### src/design/sss_map.svh
`ifndef SSS_MAP_SVH
`define SSS_MAP_SVH
// register byte offsets
`define SSS_CTRL_OFS 8'h00
`define SSS_STOP_DLY_OFS 8'h04
`define SSS_EMRG_DLY_OFS 8'h08
`define SSS_STILL_LIM_OFS 8'h0C
`define SSS_POS_LIM_OFS 8'h10
`define SSS_STATUS_OFS 8'h14
`define SSS_IRQ_STAT_OFS 8'h18
`define SSS_IRQ_CLR_OFS 8'h1C
`define SSS_IRQ_EN_OFS 8'h20
`define SSS_SPEED_OFS 8'h24
// control field positions
`define SSS_CTRL_AUTO_BIT 0
`define SSS_CTRL_RAMPMON_BIT 1
`define SSS_CTRL_EXTRAMP_BIT 2
`define SSS_CTRL_ERR2RAMP_BIT 3
`define SSS_CTRL_TOIN_BIT 4
`define SSS_CTRL_UNSAFE_BIT 5
// reset values and delay maximum
`define SSS_CTRL_RST 32'h0000_0000
`define SSS_STOP_DLY_RST 17'h00064
`define SSS_EMRG_DLY_RST 17'h00032
`define SSS_DLY_MAX 17'h1D4C0
`define SSS_STILL_LIM_RST 24'h000154
`define SSS_POS_LIM_RST 31'h0000_0000
// timing
`define SSS_CLK_HZ 50000000
`define SSS_TICK_MS 1
`define SSS_TICK_CYC (`SSS_CLK_HZ / 1000 * `SSS_TICK_MS)
`endif

### src/design/sss_pkg.sv
package sss_pkg;
   typedef enum logic [1:0] {
      SSS_IDLE = 2'b00,
      SSS_STOP = 2'b01,
      SSS_TORQUE_OFF = 2'b11
   } sss_state_t;
   // motion feedback from the drive controller
   typedef struct packed {
      logic [23:0] speed;
      logic [31:0] target_pos;
      logic [31:0] actual_pos;
      logic ctrl_enable;
      logic brake_cmd;
   } sss_drive_t;
   // commands back to the drive controller
   typedef struct packed {
      logic drive_ramp;
      logic emergency_ramp;
   } sss_ramp_t;
endpackage

### src/design/sss_ms_tick.sv
`timescale 1ns/1ps
`include "sss_map.svh"
module sss_ms_tick (
   input wire logic aclk,
   input wire logic aresetn,
   output logic tick
);
   import sss_pkg::*;
   logic [15:0] cnt_q;
   // free divider; one pulse per millisecond
   always_ff @(posedge aclk) begin
      if (!aresetn) begin
         cnt_q <= 16'h0000;
         tick <= 1'b0;
      end else if (cnt_q == 16'(`SSS_TICK_CYC - 1)) begin
         cnt_q <= 16'h0000;
         tick <= 1'b1;
      end else begin
         cnt_q <= cnt_q + 16'h0001;
         tick <= 1'b0;
      end
   end
endmodule // sss_ms_tick

### src/design/sss_sync.sv
`timescale 1ns/1ps
module sss_sync (
   input wire logic aclk,
   input wire logic aresetn,
   input wire logic [1:0] din,
   output logic [1:0] dout
);
   import sss_pkg::*;
   logic [1:0] meta_q;
   // two stages; inactive level is high for the low-active requests
   always_ff @(posedge aclk) begin
      if (!aresetn) begin
         meta_q <= 2'h3;
         dout <= 2'h3;
      end else begin
         meta_q <= din;
         dout <= meta_q;
      end
   end
endmodule // sss_sync

### src/design/sss_stop_seq.sv
`timescale 1ns/1ps
`include "sss_map.svh"
// Functional notes
// - normal stop forces torque off after normal delay, default 100 ms
// - error stop forces torque off after emergency delay, default 50 ms
// - torque off never later than expiry of the applicable delay
// - auto standstill enabled: torque off when speed below limit
// - standstill limit zero: torque off when controller enable withdrawn
// - auto standstill applies to normal and error stops alike
// - ramp monitor compares target and actual position; deviation over limit errors
// - ramp error with drive-generated ramp forces torque off at once
// - ramp error with external ramp: torque off or drive emergency ramp
// - stop request input is low-active, 0 requests, 1 releases
// - direct torque-off input low-active, 0 forces at once, bypasses delay
// - direct torque-off input evaluated only when enabled, default disabled
// - stop feedback high while stop active, low otherwise; code also holds it high in torque off, even when entered by the direct request
// - torque-off feedback high while torque off active, low otherwise
// - second brake engaged whenever torque off is active, unless the unsafe option bit is set
// - normal stop uses normal ramp, error stop uses emergency ramp
module sss_stop_seq (
   input wire logic aclk,
   input wire logic aresetn,
   // AXI4-Lite slave
   input wire logic [7:0] s_axi_awaddr,
   input wire logic s_axi_awvalid,
   output logic s_axi_awready,
   input wire logic [31:0] s_axi_wdata,
   input wire logic [3:0] s_axi_wstrb,
   input wire logic s_axi_wvalid,
   output logic s_axi_wready,
   output logic [1:0] s_axi_bresp,
   output logic s_axi_bvalid,
   input wire logic s_axi_bready,
   input wire logic [7:0] s_axi_araddr,
   input wire logic s_axi_arvalid,
   output logic s_axi_arready,
   output logic [31:0] s_axi_rdata,
   output logic [1:0] s_axi_rresp,
   output logic s_axi_rvalid,
   input wire logic s_axi_rready,
   // safe pins
   input wire logic stop1_request_n,
   input wire logic torque_off_request_n,
   input wire logic fault_stop,
   output logic stop1_active_fb,
   output logic torque_off_active_fb,
   // drive controller side
   input wire sss_pkg::sss_drive_t drive_in,
   output sss_pkg::sss_ramp_t ramp_out,
   output logic second_brake_out,
   output logic irq
);
   import sss_pkg::*;

   logic tick;
   logic [1:0] pins_s;
   logic stop_req;
   logic to_req;
   logic [31:0] ctrl_q;
   logic [16:0] stop_dly_q;
   logic [16:0] emrg_dly_q;
   logic [23:0] still_lim_q;
   logic [30:0] pos_lim_q;
   logic [3:0] irq_stat_q;
   logic [3:0] irq_en_q;
   logic [3:0] irq_ev;
   logic [3:0] irq_clr;
   sss_state_t state_q;
   logic emerg_q;
   logic [16:0] dly_cnt_q;
   logic ramp_err_q;
   logic to_cause;
   logic aw_hold_q;
   logic w_hold_q;
   logic [7:0] awaddr_q;
   logic [31:0] wdata_q;
   logic [3:0] wstrb_q;
   logic wr_go;
   logic [31:0] rd_mux;
   logic [31:0] pos_dev;

   // byte-lane merge used by every writable register except the interrupt clear
   function automatic logic [31:0] lane_merge(input logic [31:0] old, input logic [31:0] nw,
                                              input logic [3:0] be);
      logic [31:0] r;
      r = old;
      for (int i = 0; i < 4; i++) begin
         if (be[i]) begin
            r[i*8 +: 8] = nw[i*8 +: 8];
         end
      end
      return r;
   endfunction

   // clamp a delay setting to its legal span
   function automatic logic [16:0] dly_clamp(input logic [31:0] v);
      if (v > 32'(`SSS_DLY_MAX)) begin
         return `SSS_DLY_MAX;
      end
      return v[16:0];
   endfunction

   sss_ms_tick u_tick (
      .aclk(aclk),
      .aresetn(aresetn),
      .tick(tick)
   );

   sss_sync u_sync (
      .aclk(aclk),
      .aresetn(aresetn),
      .din({torque_off_request_n, stop1_request_n}),
      .dout(pins_s)
   );

   assign stop_req = ~pins_s[0] | fault_stop;
   assign to_req = ctrl_q[`SSS_CTRL_TOIN_BIT] & ~pins_s[1];

   // write channel capture: address and data may arrive in either order
   always_ff @(posedge aclk) begin
      if (!aresetn) begin
         aw_hold_q <= 1'b0;
         w_hold_q <= 1'b0;
         awaddr_q <= 8'h00;
         wdata_q <= 32'h0000_0000;
         wstrb_q <= 4'h0;
      end else begin
         if (s_axi_awvalid && s_axi_awready) begin
            aw_hold_q <= 1'b1;
            awaddr_q <= s_axi_awaddr;
         end else if (wr_go) begin
            aw_hold_q <= 1'b0;
         end
         if (s_axi_wvalid && s_axi_wready) begin
            w_hold_q <= 1'b1;
            wdata_q <= s_axi_wdata;
            wstrb_q <= s_axi_wstrb;
         end else if (wr_go) begin
            w_hold_q <= 1'b0;
         end
      end
   end

   assign wr_go = aw_hold_q & w_hold_q & ~s_axi_bvalid;

   // ready flags registered; low while a word is held
   always_ff @(posedge aclk) begin
      if (!aresetn) begin
         s_axi_awready <= 1'b0;
         s_axi_wready <= 1'b0;
      end else begin
         s_axi_awready <= ~aw_hold_q & ~(s_axi_awvalid & s_axi_awready) & ~s_axi_bvalid;
         s_axi_wready <= ~w_hold_q & ~(s_axi_wvalid & s_axi_wready) & ~s_axi_bvalid;
      end
   end

   // write response; unmapped offsets answer DECERR
   always_ff @(posedge aclk) begin
      if (!aresetn) begin
         s_axi_bvalid <= 1'b0;
         s_axi_bresp <= 2'h0;
      end else if (wr_go) begin
         s_axi_bvalid <= 1'b1;
         s_axi_bresp <= (awaddr_q > `SSS_SPEED_OFS || awaddr_q[1:0] != 2'h0) ? 2'h3 : 2'h0;
      end else if (s_axi_bready) begin
         s_axi_bvalid <= 1'b0;
      end
   end

   // configuration registers; delays clamp to the legal range
   always_ff @(posedge aclk) begin
      if (!aresetn) begin
         ctrl_q <= `SSS_CTRL_RST;
         stop_dly_q <= `SSS_STOP_DLY_RST;
         emrg_dly_q <= `SSS_EMRG_DLY_RST;
         still_lim_q <= `SSS_STILL_LIM_RST;
         pos_lim_q <= `SSS_POS_LIM_RST;
         irq_en_q <= 4'h0;
      end else if (wr_go) begin
         unique case (awaddr_q)
            `SSS_CTRL_OFS: ctrl_q <= lane_merge(ctrl_q, wdata_q, wstrb_q) & 32'h0000_003F;
            `SSS_STOP_DLY_OFS: stop_dly_q <= dly_clamp(lane_merge({15'h0000, stop_dly_q}, wdata_q, wstrb_q));
            `SSS_EMRG_DLY_OFS: emrg_dly_q <= dly_clamp(lane_merge({15'h0000, emrg_dly_q}, wdata_q, wstrb_q));
            `SSS_STILL_LIM_OFS: still_lim_q <= 24'(lane_merge({8'h00, still_lim_q}, wdata_q, wstrb_q));
            `SSS_POS_LIM_OFS: pos_lim_q <= 31'(lane_merge({1'b0, pos_lim_q}, wdata_q, wstrb_q));
            `SSS_IRQ_EN_OFS: irq_en_q <= 4'(lane_merge({28'h0000000, irq_en_q}, wdata_q, wstrb_q));
            default: ;
         endcase
      end
   end

   assign pos_dev = ($signed(drive_in.target_pos) >= $signed(drive_in.actual_pos)) ?
                    drive_in.target_pos - drive_in.actual_pos : drive_in.actual_pos - drive_in.target_pos;

   // latch ramp monitoring error while stopping
   always_ff @(posedge aclk) begin
      if (!aresetn) begin
         ramp_err_q <= 1'b0;
      end else if (state_q == SSS_IDLE) begin
         ramp_err_q <= 1'b0;
      end else if (state_q == SSS_STOP && ctrl_q[`SSS_CTRL_RAMPMON_BIT] && pos_dev > {1'b0, pos_lim_q}) begin
         ramp_err_q <= 1'b1;
      end
   end

   // every cause, except the direct request, that ends the braking phase
   always_comb begin
      to_cause = 1'b0;
      // timer expiry always ends the stop
      if (dly_cnt_q >= (emerg_q ? emrg_dly_q : stop_dly_q)) begin
         to_cause = 1'b1;
      end
      if (ctrl_q[`SSS_CTRL_AUTO_BIT]) begin
         if (still_lim_q == 24'h000000) begin
            if (!drive_in.ctrl_enable) begin
               to_cause = 1'b1;
            end
         end else if (drive_in.speed < still_lim_q) begin
            to_cause = 1'b1;
         end
      end
      if (ramp_err_q && !(ctrl_q[`SSS_CTRL_EXTRAMP_BIT] && ctrl_q[`SSS_CTRL_ERR2RAMP_BIT])) begin
         to_cause = 1'b1;
      end
   end

   // sequencer; the direct request wins from any state
   always_ff @(posedge aclk) begin
      if (!aresetn) begin
         state_q <= SSS_IDLE;
      end else begin
         unique case (state_q)
            SSS_IDLE: begin
               if (to_req) begin
                  state_q <= SSS_TORQUE_OFF;
               end else if (stop_req) begin
                  state_q <= SSS_STOP;
               end
            end
            SSS_STOP: begin
               if (to_req || to_cause) begin
                  state_q <= SSS_TORQUE_OFF;
               end else if (!stop_req) begin
                  state_q <= SSS_IDLE;
               end
            end
            SSS_TORQUE_OFF: begin
               // leaving torque off needs both requests released
               if (!stop_req && !to_req) begin
                  state_q <= SSS_IDLE;
               end
            end
         endcase
      end
   end

   always_ff @(posedge aclk) begin
      if (!aresetn) begin
         dly_cnt_q <= 17'h00000;
         emerg_q <= 1'b0;
      end else if (state_q != SSS_STOP) begin
         dly_cnt_q <= 17'h00000;
         emerg_q <= fault_stop;
      end else begin
         if (tick && dly_cnt_q != `SSS_DLY_MAX) begin
            dly_cnt_q <= dly_cnt_q + 17'h00001;
         end
         // error during a stop restarts timing on the emergency delay
         if ((fault_stop || ramp_err_q) && !emerg_q) begin
            emerg_q <= 1'b1;
            dly_cnt_q <= 17'h00000;
         end
      end
   end

   // feedback, brake and ramp outputs, all registered
   always_ff @(posedge aclk) begin
      if (!aresetn) begin
         stop1_active_fb <= 1'b0;
         torque_off_active_fb <= 1'b0;
         second_brake_out <= 1'b1;
         ramp_out <= '0;
      end else begin
         stop1_active_fb <= (state_q != SSS_IDLE);
         torque_off_active_fb <= (state_q == SSS_TORQUE_OFF);
         // brake engaged in torque off unless unsafe option
         if (state_q == SSS_TORQUE_OFF && !ctrl_q[`SSS_CTRL_UNSAFE_BIT]) begin
            second_brake_out <= 1'b1;
         end else begin
            second_brake_out <= drive_in.brake_cmd;
         end
         // ramp selection; external error switches to drive ramp
         ramp_out.drive_ramp <= (state_q == SSS_STOP) && (!ctrl_q[`SSS_CTRL_EXTRAMP_BIT] || ramp_err_q);
         ramp_out.emergency_ramp <= (state_q == SSS_STOP) && (emerg_q || ramp_err_q);
      end
   end

   // events: stop active, torque off active, ramp error, direct request
   assign irq_ev = {to_req, ramp_err_q, state_q == SSS_TORQUE_OFF, state_q == SSS_STOP};
   assign irq_clr = (wr_go && awaddr_q == `SSS_IRQ_CLR_OFS) ? wdata_q[3:0] : 4'h0;

   // sticky status; a new event beats a simultaneous clear
   always_ff @(posedge aclk) begin
      if (!aresetn) begin
         irq_stat_q <= 4'h0;
         irq <= 1'b0;
      end else begin
         irq_stat_q <= (irq_stat_q & ~irq_clr) | irq_ev;
         irq <= |(((irq_stat_q & ~irq_clr) | irq_ev) & irq_en_q);
      end
   end

   // read mux
   always_comb begin
      unique case (s_axi_araddr)
         `SSS_CTRL_OFS: rd_mux = ctrl_q;
         `SSS_STOP_DLY_OFS: rd_mux = {15'h0000, stop_dly_q};
         `SSS_EMRG_DLY_OFS: rd_mux = {15'h0000, emrg_dly_q};
         `SSS_STILL_LIM_OFS: rd_mux = {8'h00, still_lim_q};
         `SSS_POS_LIM_OFS: rd_mux = {1'b0, pos_lim_q};
         `SSS_STATUS_OFS: rd_mux = {26'h0000000, emerg_q, ramp_err_q, state_q, pins_s};
         `SSS_IRQ_STAT_OFS: rd_mux = {28'h0000000, irq_stat_q};
         `SSS_IRQ_EN_OFS: rd_mux = {28'h0000000, irq_en_q};
         `SSS_SPEED_OFS: rd_mux = {8'h00, drive_in.speed};
         default: rd_mux = 32'h0000_0000;
      endcase
   end

   // read channel: one word, answer the cycle after the address is taken
   always_ff @(posedge aclk) begin
      if (!aresetn) begin
         s_axi_arready <= 1'b0;
         s_axi_rvalid <= 1'b0;
         s_axi_rdata <= 32'h0000_0000;
         s_axi_rresp <= 2'h0;
      end else begin
         s_axi_arready <= ~s_axi_rvalid & ~(s_axi_arvalid & s_axi_arready);
         if (s_axi_arvalid && s_axi_arready) begin
            s_axi_rvalid <= 1'b1;
            s_axi_rdata <= rd_mux;
            s_axi_rresp <= (s_axi_araddr > `SSS_SPEED_OFS || s_axi_araddr[1:0] != 2'h0) ? 2'h3 : 2'h0;
         end else if (s_axi_rready) begin
            s_axi_rvalid <= 1'b0;
         end
      end
   end
endmodule // sss_stop_seq

### config.mk
export PLATFORM = sky130hd
export DESIGN_NAME = sss_stop_seq
export DESIGN_NICKNAME = d
export VERILOG_FILES = /design/src/design/sss_pkg.sv /design/src/design/sss_ms_tick.sv /design/src/design/sss_sync.sv /design/src/design/sss_stop_seq.sv
export VERILOG_INCLUDE_DIRS = /design/src /design/src/design
export SDC_FILE = /design/constraint.sdc
export NUM_CORES = 1
export LEC_CHECK = 0
export ABC_AREA = 0
export BUFFER_PORTS_ARGS = -buffer_cell sky130_fd_sc_hd__buf_4
export CELL_PAD_IN_SITES_DETAIL_PLACEMENT = 2
export CELL_PAD_IN_SITES_GLOBAL_PLACEMENT = 2
export CORE_AREA = 2 2 207 209
export CTS_CLUSTER_DIAMETER = 80
export CTS_CLUSTER_SIZE = 10
export DETAILED_ROUTE_END_ITERATION = 10
export DIE_AREA = 0 0 209 211
export PLACE_DENSITY_LB_ADDON = 0.1
export SYNTH_ARGS = -nofsm -noshare
export SYNTH_HDL_FRONTEND = slang
export SYNTH_HIERARCHICAL = 1
export SYNTH_SLANG_ARGS = --single-unit
### constraint.sdc
create_clock -name aclk -period 9.3 [get_ports aclk]
set_input_delay 0.93 -clock aclk [delete_from_list [all_inputs] [get_ports aclk]]
set_output_delay 0.93 -clock aclk [all_outputs]
set_load 0.01 [all_outputs]
[Yosys cells after proc, flatten, opt, wreduce, memory -nomap -nowiden]
Cells that the tools add are included.
Operators by class
  $add $sub $neg: 4
  magnitude comparators: 8
  equality and inequality tests: 22
  muxes and demuxes: 71
  bitwise gates (word level): 26
  reduce and logical (&&, ||, !) cells: 55
Operator list (number)
  $pmux 31 s9: 1
  $mux 8: 31
  $mux 17: 5
  $gt 32x17->1 const B: 2
  $sub 32x32->32: 2
  $eq 8x5->1 const B: 5
  $eq 8x4->1 const B: 4
  $ge 32x32->1: 1
  $gt 32x31->1: 1
  $mux 32: 1
  $reduce_and 3->1: 10
  $eq 8x6->1 const B: 3
  $logic_not 24->1: 1
  $lt 24x24->1: 1
  $mux 1: 24
  $add 17x1->17 const B: 1
  $ge 17x17->1: 1
  $ne 17x17->1 const B: 1
  $add 16x1->16 const B: 1
  $eq 16x16->1 const B: 1
  $eq 8x3->1 const B: 2
  $gt 8x6->1 const B: 2
  $logic_not 8->1: 2
  $reduce_bool 2->1: 8
  other kinds (22): 75
Word-level totals
  register bits after elaboration: 238
  input port bits: 152
  output and inout port bits: 47
  logic and storage cells: 225

[Logic depth before layout (Yosys ltp)]
Gate-level depths: netlist of run 1.
  depth after elaboration: 10
  mapped depth: 27
  depth with buffers taken out: 25

[By module]
The synthesis of run 1 kept the hierarchy.
By module, submodules not included
  sss_stop_seq: times used 1, cells each 1881, area each 14400.1 sq um, sequential area each 4284.1 sq um
  sss_ms_tick: times used 1, cells each 81, area each 808.3 sq um, sequential area each 340.3 sq um
  sss_sync: times used 1, cells each 8, area each 105.1 sq um, sequential area each 80.1 sq um

[Least setup slack after synthesis of run 1]
No wires, ideal clock.
  kind: input-to-reg
  start: input port drive_in[34] (netlist bit)
  end: register ramp_err_q
  library setup time: 125 ps
  arrival time: 5067 ps
  data required time: 9175 ps
  path slack: 4108 ps
  stages: 27
  buffers on the path: 2
  cells stage by stage: inv_1 -> ha_1 -> inv_1 -> fa_1 -> a211oi_2 -> o211ai_1 -> a21boi_2 -> a21oi_1 -> or4_4 -> buf_6 -> and2_4 -> buf_6 -> a311oi_1 -> a21oi_1 -> a21oi_2 -> xnor2_1 -> ha_1 -> a21o_1 -> a21o_1 -> a21oi_1 -> o21ai_0 -> nand2_1 -> a31oi_1 -> a2111oi_0 -> o21ai_0 -> o211ai_1 -> a31oi_1
On the way
  word-level cells in the longest chain between the ends: 4
  elaborated cells on any way between the ends: 6
  classes of those cells: add/sub (2); order compare (2); mux (1); reduce/logical (1)
Ends and longest elaborated chain
  from (decl): line sss_stop_seq.sv:48  | input wire sss_pkg::sss_drive_t drive_in,
  $sub 32x32->32 or $ge 32x32->1 (tied branches): line sss_stop_seq.sv:193, sss_stop_seq.sv:192
  $mux 32 *: line sss_stop_seq.sv:192  | assign pos_dev = ($signed(drive_in.target_pos) >= $signed(drive_in.actual_pos)) ?
  $gt 32x31->1 *: line sss_stop_seq.sv:201  | end else if (state_q == SSS_STOP && ctrl_q[`SSS_CTRL_RAMPMON_BIT] && pos_dev > {1'b0, pos_lim_q}) begin
  $logic_and 1x1->1 *: line sss_stop_seq.sv:201
  to (signal assigned): line sss_stop_seq.sv:198  | ramp_err_q <= 1'b0;
  to (signal assigned): line sss_stop_seq.sv:200  | ramp_err_q <= 1'b0;
  to (signal assigned): line sss_stop_seq.sv:202  | ramp_err_q <= 1'b1;
  to (decl): line sss_stop_seq.sv:71  | logic ramp_err_q;
Mark *: on every way between the ends. The rest lies on a longest branch, timed or not.
A chain may end at the register's enable or synchronous reset.

[Worst setup path after layout of run 1]
Same ends and word-level chain as after synthesis.

==> run summary, run 1 <==
The total CTS buffers is 27. The tool flagged a number of max-cap violations equal to 0. Fraction of final layout cells with drive strength greater than 1: 13.6%. Class of the worst hold path: flip-flop to flip-flop. Die area: 0.0441 sq mm.

The share of the synthesized area in the top cell type was 30.7%; the number of antenna violations at the first check in global routing was 0. Across the routed clock network, the largest skew measured is 0.0147 ns. For the largest net degree at the start of global routing, the log shows 87. IR analysis of the VDD net gives a maximum drop of 0.108 mV.

Timing analysis after detailed placement gives a worst setup slack of 2.69 ns. Setup violations remaining at the end of the flow were counted as 0. The sequential share of the synthesized area was 30.7%. The most critical setup path has its startpoint at drive_in[34]. Per report_power, the clock group accounts for 36.0% of the total. After clock tree synthesis, the repair step resized 0 gates. The net load switching power was 0.828 mW; the total half-perimeter wirelength after legalization and detailed placement was 50600 microns. The fraction of registers with async set/reset was 0%; the minimum clock period was 6.24 ns. After layout, the worst setup slack is 3.06 ns. Counting distinct cell types in the post-synthesis netlist gives 95. TritonCTS built the clock tree. The post-route fraction of the period consumed by the critical path works out to 67.1%. At the pin with the least slew margin, the transition time is 1.31 ns.

Clock tree synthesis found a total of 235 sinks. Clock-pin slew was measured on the worst setup and hold paths at 0.06 ns. The run gives 0.160 GHz as the achievable clock frequency.

The tools report the first-pass GRT wire length as 99400 microns. The average size of a mapped cell is 7.77 sq um. The number of endpoints with negative hold slack in the final report is 0, and the number of enable flip-flop cells after synthesis is 0.

The root buffer cell chosen for the clock tree is sky130_fd_sc_hd__clkbuf_16. Along the worst path, the maximum fanout reaches 20. The logs give 1142 for the initial DRC count and 0 for the number of diodes.

The run gives 9.73 ns as the required time of the critical path. The tools report the Yosys warning count as 6. In this run, the combinational gates consume 23.6% of the power. By area the synthesized netlist is led by sky130_fd_sc_hd__dfxtp_1 31%, sky130_fd_sc_hd__ha_1 11%, sky130_fd_sc_hd__a21oi_1 7.2%. The floorplan has 75 rows. Of all cell types, the one taking the most synthesized area is sky130_fd_sc_hd__dfxtp_1. The number of top-level pins came out at 199. The logs give 28.9% for the global routing usage summed across all routing layers and 0.886 for the final RePlAce weighted congestion.

The via count normalized by instance count was 5.82; the routed wire length per instance was 24.3 microns. In this run the critical register-to-register path is launched from w_hold_q. Summed over all cells, the static leakage comes to 7.36 nW. The library cell used most frequently in the layout, excluding fill and tap cells, is sky130_fd_sc_hd__nand2_1. The antenna violation net count after detailed routing was 0; the maximum level of the CTS H-tree was 1. The tools report the total congestion overflow after global routing as 0. The element type at the critical path start is an input port. In this run the vertical extent of the chip is 211 microns.

Length of the first detailed-routing pass in iterations: 5. Synthesis inferred 235 register bits. The run gives 2261 as the synthesized netlist net count.

The run finished with clean final reports. Leaving out fill and tap cells, the most frequent cells in the layout are 264 x sky130_fd_sc_hd__nand2_1, 235 x sky130_fd_sc_hd__dfxtp_1, 219 x sky130_fd_sc_hd__a21oi_1, 214 x sky130_fd_sc_hd__buf_4, 170 x sky130_fd_sc_hd__inv_1. In this run, flip-flops and latches consume 40.3% of the power. Critical hold path startpoint: u_sync/meta_q[1]. The number of setup buffers added after CTS came out at 0. Net switching is 31.8% of the power.

The later pin in the worst-skew pair is clocked with a latency of 0.56 ns. Placeable core region: 0.0418 sq mm. The run gives 16400 as the via count of the first global-routing pass.

For this run, the post-layout net count is 2409. The final layout contains routed wiring with a total length of 64600 microns. The number of buffer cells added on primary ports is 197, and the power per cell area is 146 mW/mm^2. For the critical path data arrival time, the log shows 6.68 ns.

The worst setup path is captured at a flip-flop. In the routed design, unresolved DRC markers number 0. The die is 209 microns wide.

The layout overhead on the synthesized area works out to 16.9%. For the total negative setup slack, the log shows 0 ns. For this block, the via count after detailed routing is 15500. In this run, post-CTS hold repair placed 0 buffers. The category of the critical setup timing path is input port to flip-flop.

The number of instances in the synthesized netlist was 1970; the number of pins exceeding their max-slew limit in the final report was 0. The design draws 2.61 mW. Setup repair after global routing left no endpoint under its margin.

The tools report the total standard cell area after synthesis as 0.0153 sq mm. Once the floorplan was initialized, standard cells occupied 36.7% of the core. The run gives 12.3% as the tightest slew margin relative to the limit. The internal portion of total power was 1.78 mW. The primary flip-flop cell chosen by synthesis mapping is sky130_fd_sc_hd__dfxtp_1. The longest clock path from root to sink contains 3 buffers.
[kinds of logic after synthesis]
kind of cell	after synthesis	share of synthesized area (%)
adder cells (fa/ha/maj)	139	11.5
other	1	0.0245
AO/OA/AOI/OAI	579	24.6
multiplexers	44	2.89
AND/OR/NAND/NOR	652	20.2
buffers and inverters	266	7.01
XOR/XNOR	54	3.09
flip-flops	235	30.7
[routing by layer]
| layer | global-route usage (%) | wire [microns] |
|---|---|---|
| met4 | 4.38 | 886 |
| met5 | 0 | 0 |
| met3 | 3.37 | 2960 |
| met1 | 41.7 | 31200 |
| met2 | 47.1 | 29500 |
[path summary, 6_finish.rpt]
kind                          to  slack (ns)  cells after the start
setup / recovery      ramp_err_q        3.06                     24
setup reg to reg  stop_dly_q[12]        5.70                      7
hold / removal    u_sync/dout[1]        0.42                      1
hold reg to reg   u_sync/dout[1]        0.42                      1
[metrics by stage]
step	utilization (%)	hold slack, ns	cell area, sq um	cells
6_report	42.9	0.419	17900	2657
5_1_grt	42.9	0.457	17900	2657
4_1_cts	42.9	0.425	17900	2657
3_5_place_dp	41.2	0.409	17200	2628
3_3_place_gp	41.2	0.401	17200	2628
2_1_floorplan	-	0.386	15300	1970
[final cells by class]
cell class	instances	area, sq um
Clock buffer	27	676
Inverter	171	644
Sequential cell	235	4700
Tap cell	539	674
Clock inverter	2	27.5
Multi-Input combinational cell	1469	9570
Fill cell	4808	23900
Timing Repair Buffer	214	1610
[registers in the layout (all words and copies together), names as in the netlist, 4 cells and up]
signal and flops:
awaddr_q 8, ctrl_q 6, dly_cnt_q 17, emrg_dly_q 17, irq_en_q 4, irq_stat_q 4
pos_lim_q 31, s_axi_rdata 31, still_lim_q 24, stop_dly_q 17, u_tick/cnt_q 16, wdata_q 32
wstrb_q 4
[cells in the mapped netlist, drive strengths merged (4+ instances only)]
master,count
nand2,267
dfxtp,235
a21oi,222
inv,170
nor2,141
ha,137
o21ai,87
clkbuf,73
a21o,68
nand3,55
mux2i,42
nor3,38
nand4,36
xnor2,35
a22oi,34
a222oi,24
buf,22
nand2b,21
nor4,21
xor2,19
o21bai,18
nor2b,16
a221oi,13
and2,13
a211oi,12
o211ai,12
a31oi,11
a22o,9
a21boi,8
o21a,8
or3,8
and3,6
nand3b,6
o221ai,6
o31ai,6
o22ai,5
a32o,4
nor3b,4
[power by group through the flow]
stage | Sequential [mW] | Combinational, mW | Clock (mW)
finish | 1.05 | 0.616 | 0.939
global route | 1.05 | 0.676 | 1.00
CTS | 1.05 | 0.612 | 0.957
detailed placement | 1.07 | 0.607 | 0
global placement | 1.07 | 0.585 | 0
floorplan | 1.06 | 0.381 | 0
[critical path: stages]
cell and delay [ns]:
sky130_fd_sc_hd__buf_4 0.11, sky130_fd_sc_hd__inv_1 0.05, sky130_fd_sc_hd__ha_1 0.17, sky130_fd_sc_hd__inv_1 0.06, sky130_fd_sc_hd__fa_1 0.42, sky130_fd_sc_hd__a211oi_2 0.24
sky130_fd_sc_hd__o211ai_1 0.15, sky130_fd_sc_hd__a21boi_2 0.24, sky130_fd_sc_hd__a21oi_1 0.15, sky130_fd_sc_hd__o21bai_1 0.65, sky130_fd_sc_hd__nand2_2 0.57, sky130_fd_sc_hd__mux2i_1 0.47
sky130_fd_sc_hd__a32oi_1 0.28, sky130_fd_sc_hd__o31ai_1 0.49, sky130_fd_sc_hd__xor2_1 0.23, sky130_fd_sc_hd__ha_1 0.27, sky130_fd_sc_hd__a21oi_1 0.13, sky130_fd_sc_hd__nor2b_1 0.06
sky130_fd_sc_hd__o21ai_0 0.15, sky130_fd_sc_hd__nand2b_1 0.07, sky130_fd_sc_hd__a2111oi_0 0.41, sky130_fd_sc_hd__o21ai_0 0.15, sky130_fd_sc_hd__o211ai_1 0.12, sky130_fd_sc_hd__a31oi_1 0.10
Note: power is estimated with default switching activity, not from simulation.
==> run 2, diff against run 1 <==
--- a/config.mk
+++ b/config.mk
@@ -10,11 +10,11 @@
 export BUFFER_PORTS_ARGS = -buffer_cell sky130_fd_sc_hd__buf_4
 export CELL_PAD_IN_SITES_DETAIL_PLACEMENT = 2
 export CELL_PAD_IN_SITES_GLOBAL_PLACEMENT = 2
-export CORE_AREA = 2 2 207 209
+export CORE_AREA = 2 2 216 218
 export CTS_CLUSTER_DIAMETER = 80
 export CTS_CLUSTER_SIZE = 10
 export DETAILED_ROUTE_END_ITERATION = 10
-export DIE_AREA = 0 0 209 211
+export DIE_AREA = 0 0 218 220
 export PLACE_DENSITY_LB_ADDON = 0.1
 export SYNTH_ARGS = -nofsm -noshare
 export SYNTH_HDL_FRONTEND = slang
==> constraint.sdc (replaced) <==
create_clock -name aclk -period 6.45 [get_ports aclk]
set_input_delay 0.645 -clock aclk [delete_from_list [all_inputs] [get_ports aclk]]
set_output_delay 0.645 -clock aclk [all_outputs]
set_load 0.01 [all_outputs]
==> run summary, run 2 (synthesis gave the netlist of run 1 again) <==
The largest net degree at the start of global routing is 81. Input and output buffers added on the ports amount to 197. The layout overhead on the synthesized area is 18.1%, and the leakage dissipation is 7.42 nW. The flow ran to the end, and the final reports show no timing, DRC or antenna violations.

In this run, post-CTS hold repair placed 0 buffers. The total overflow left after global routing is 0. The number of sinks handled by clock tree synthesis came out at 235.

The number of top-level pins was 199; the tightest slew margin relative to the limit was 6.50%. The tools report the number of diodes as 0. The net count of the finished layout is 2415. The number of placed instances, taps included, is 2701. After clock tree synthesis, the clock-pin slew on the worst setup and hold paths is 0.06 ns. The setup clock skew after layout was 0.0328 ns; the minimum clock period was 5.32 ns. In the finished design, the share of the clock period the worst path needs comes to 82.5%. From bottom edge to top edge, the die measures 220 microns. Critical path's most frequent cell: sky130_fd_sc_hd__a21oi_1. STA puts the critical path data required time at 6.87 ns. The library cell contributing the largest single delay on the critical path was sky130_fd_sc_hd__or4_4. STA classifies the critical path startpoint as an input port. In the final timing run, aggregate negative setup slack is 0 ns. The run gives 768 as the initial DRC count. Setup repair after global routing left no endpoint under its margin. The tools report the number of buffers on the longest clock path as 3. After detailed routing, the number of remaining DRC violations is 0.

TritonCTS built the clock tree. Along the worst path, the maximum fanout reaches 30. The number of setup buffers added after CTS is 0. The tools report the non-filler instance count after layout as 2735. The largest registers in the layout are wdata_q (32), pos_lim_q (31), s_axi_rdata (31). The number of buffers and inverters on the critical path is 3. For the total CTS buffers, the log shows 28. Kind of cell with the highest combined delay on the critical path: compound AO/OA/AOI/OAI gates. Cells with a size suffix above 1 make up 13.9% of the layout. The maximum level of the CTS H-tree came out at 1. The final RePlAce weighted congestion came out at 0.888. Overall power consumption after layout is estimated at 3.82 mW.

For this run, the top clock speed supported by timing is 0.188 GHz. The largest single stage delay on the critical path is 0.59 ns. Across the run, the number of max-cap violations was 0. The die boundary width works out to 218 microns. The floorplan step defined a die boundary enclosing 0.0480 sq mm. The register with the most flip-flops in the final layout is wdata_q. VDD sags by at most 0.176 mV.

The clock reaches the later pin of the worst-skew pair after 0.57 ns. The master cell of the clock root buffer is sky130_fd_sc_hd__clkbuf_16. Number of pins exceeding their max-slew limit in the final report: 0. The via count of the first global-routing pass came out at 16600. STA classifies the critical path endpoint as a flip-flop. The core region is 0.0459 sq mm.

The wire-length estimate of the detail-placed layout is 50800 microns. The routed wire length per instance works out to 23.5 microns. In the layout the commonest cells are 265 x sky130_fd_sc_hd__nand2_1, 235 x sky130_fd_sc_hd__dfxtp_1, 219 x sky130_fd_sc_hd__a21oi_1, 219 x sky130_fd_sc_hd__buf_4, 170 x sky130_fd_sc_hd__inv_1.

In this run the remaining antenna-violating nets after routing total 0. The library cell used most frequently in the layout, excluding fill and tap cells, is sky130_fd_sc_hd__nand2_1. The tools report the number of endpoints with negative hold slack in the final report as 0. For the post-cts resize count, the log shows 0. The register with the most flip-flops in the layout has 32 of them. Setup violations remaining at the end of the flow were counted as 0. Global routing used 26.5% of the available tracks. Category of the critical setup timing path: input port to flip-flop. The initial utilization of the core area, before any placement, comes to 33.4%. At the pin with the least slew margin, the transition time is 1.39 ns. The first-pass GRT wire length is 98900 microns, and the number of antenna violations at the first check in global routing is 1. In this run the power density over the cells is 211 mW/mm^2. The logs give 15400 for the count of vias placed by the detailed router and 5.74 ns for the critical path data arrival time. The final layout contains routed wiring with a total length of 64100 microns. The via count normalized by instance count was 5.63.

Class of the worst hold path: input port to flip-flop. The number of placement rows was 79. The pre-antenna-repair detailed-routing pass consisted of 6 iterations.
-- run 2: path summary, 6_finish.rpt --
kind | startpoint | depth (start not counted) | slack (ns) | to
worst max-delay path | drive_in[34] | 26 | 1.13 | ramp_err_q
worst min-delay path | torque_off_request_n | 2 | 0.29 | u_sync/meta_q[1]
worst max register to register | awaddr_q[7] | 6 | 2.65 | stop_dly_q[14]
worst min register to register | u_sync/meta_q[0] | 1 | 0.41 | u_sync/dout[0]
-- run 2: area by class of cell --
class | count | area [sq um]
fill | 5363 | 27800
multi-input combinational | 1469 | 9570
sequential | 235 | 4700
timing repair buffer | 219 | 1640
tap | 607 | 759
clock buffer | 32 | 746
inverter | 171 | 644
clock inverter | 2 | 25.0
-- run 2: where the power goes --
part	total, mW	leakage, nW	switching, mW	internal [mW]
registers	1.52	1.90	0.0378	1.48
clock network	1.44	0.379	0.631	0.804
logic	0.868	5.13	0.522	0.346
total	3.82	7.42	1.19	2.63
-- run 2: routing by layer --
layer / global-route usage (%) / wire, microns
met5: 0 / 10
met4: 9.14 / 2280
met3: 3.44 / 2440
met2: 48.3 / 32700
met1: 31.9 / 26700
-- run 2: per-stage QoR --
| step | util [%] | hold slack, ns | area [sq um] | worst slack (ns) |
|---|---|---|---|---|
| 2_1_floorplan | - | 0.386 | 15300 | 1.54 |
| 3_3_place_gp | 37.8 | 0.397 | 17300 | 0.798 |
| 3_5_place_dp | 37.8 | 0.405 | 17300 | 0.505 |
| 4_1_cts | 39.4 | 0.262 | 18100 | 1.08 |
| 5_1_grt | 39.4 | 0.270 | 18100 | 0.696 |
| 6_report | 39.4 | 0.287 | 18100 | 1.13 |
-- run 2: worst register-to-register path, stage by stage, from the launching register on --
cell and delay (ns):
sky130_fd_sc_hd__dfxtp_1 0.32, sky130_fd_sc_hd__nor4_1 0.65, sky130_fd_sc_hd__nand2_1 0.24, sky130_fd_sc_hd__nor3_1 0.67, sky130_fd_sc_hd__nand3b_1 0.34, sky130_fd_sc_hd__nor3_1 1.18, sky130_fd_sc_hd__a221oi_1 0.23
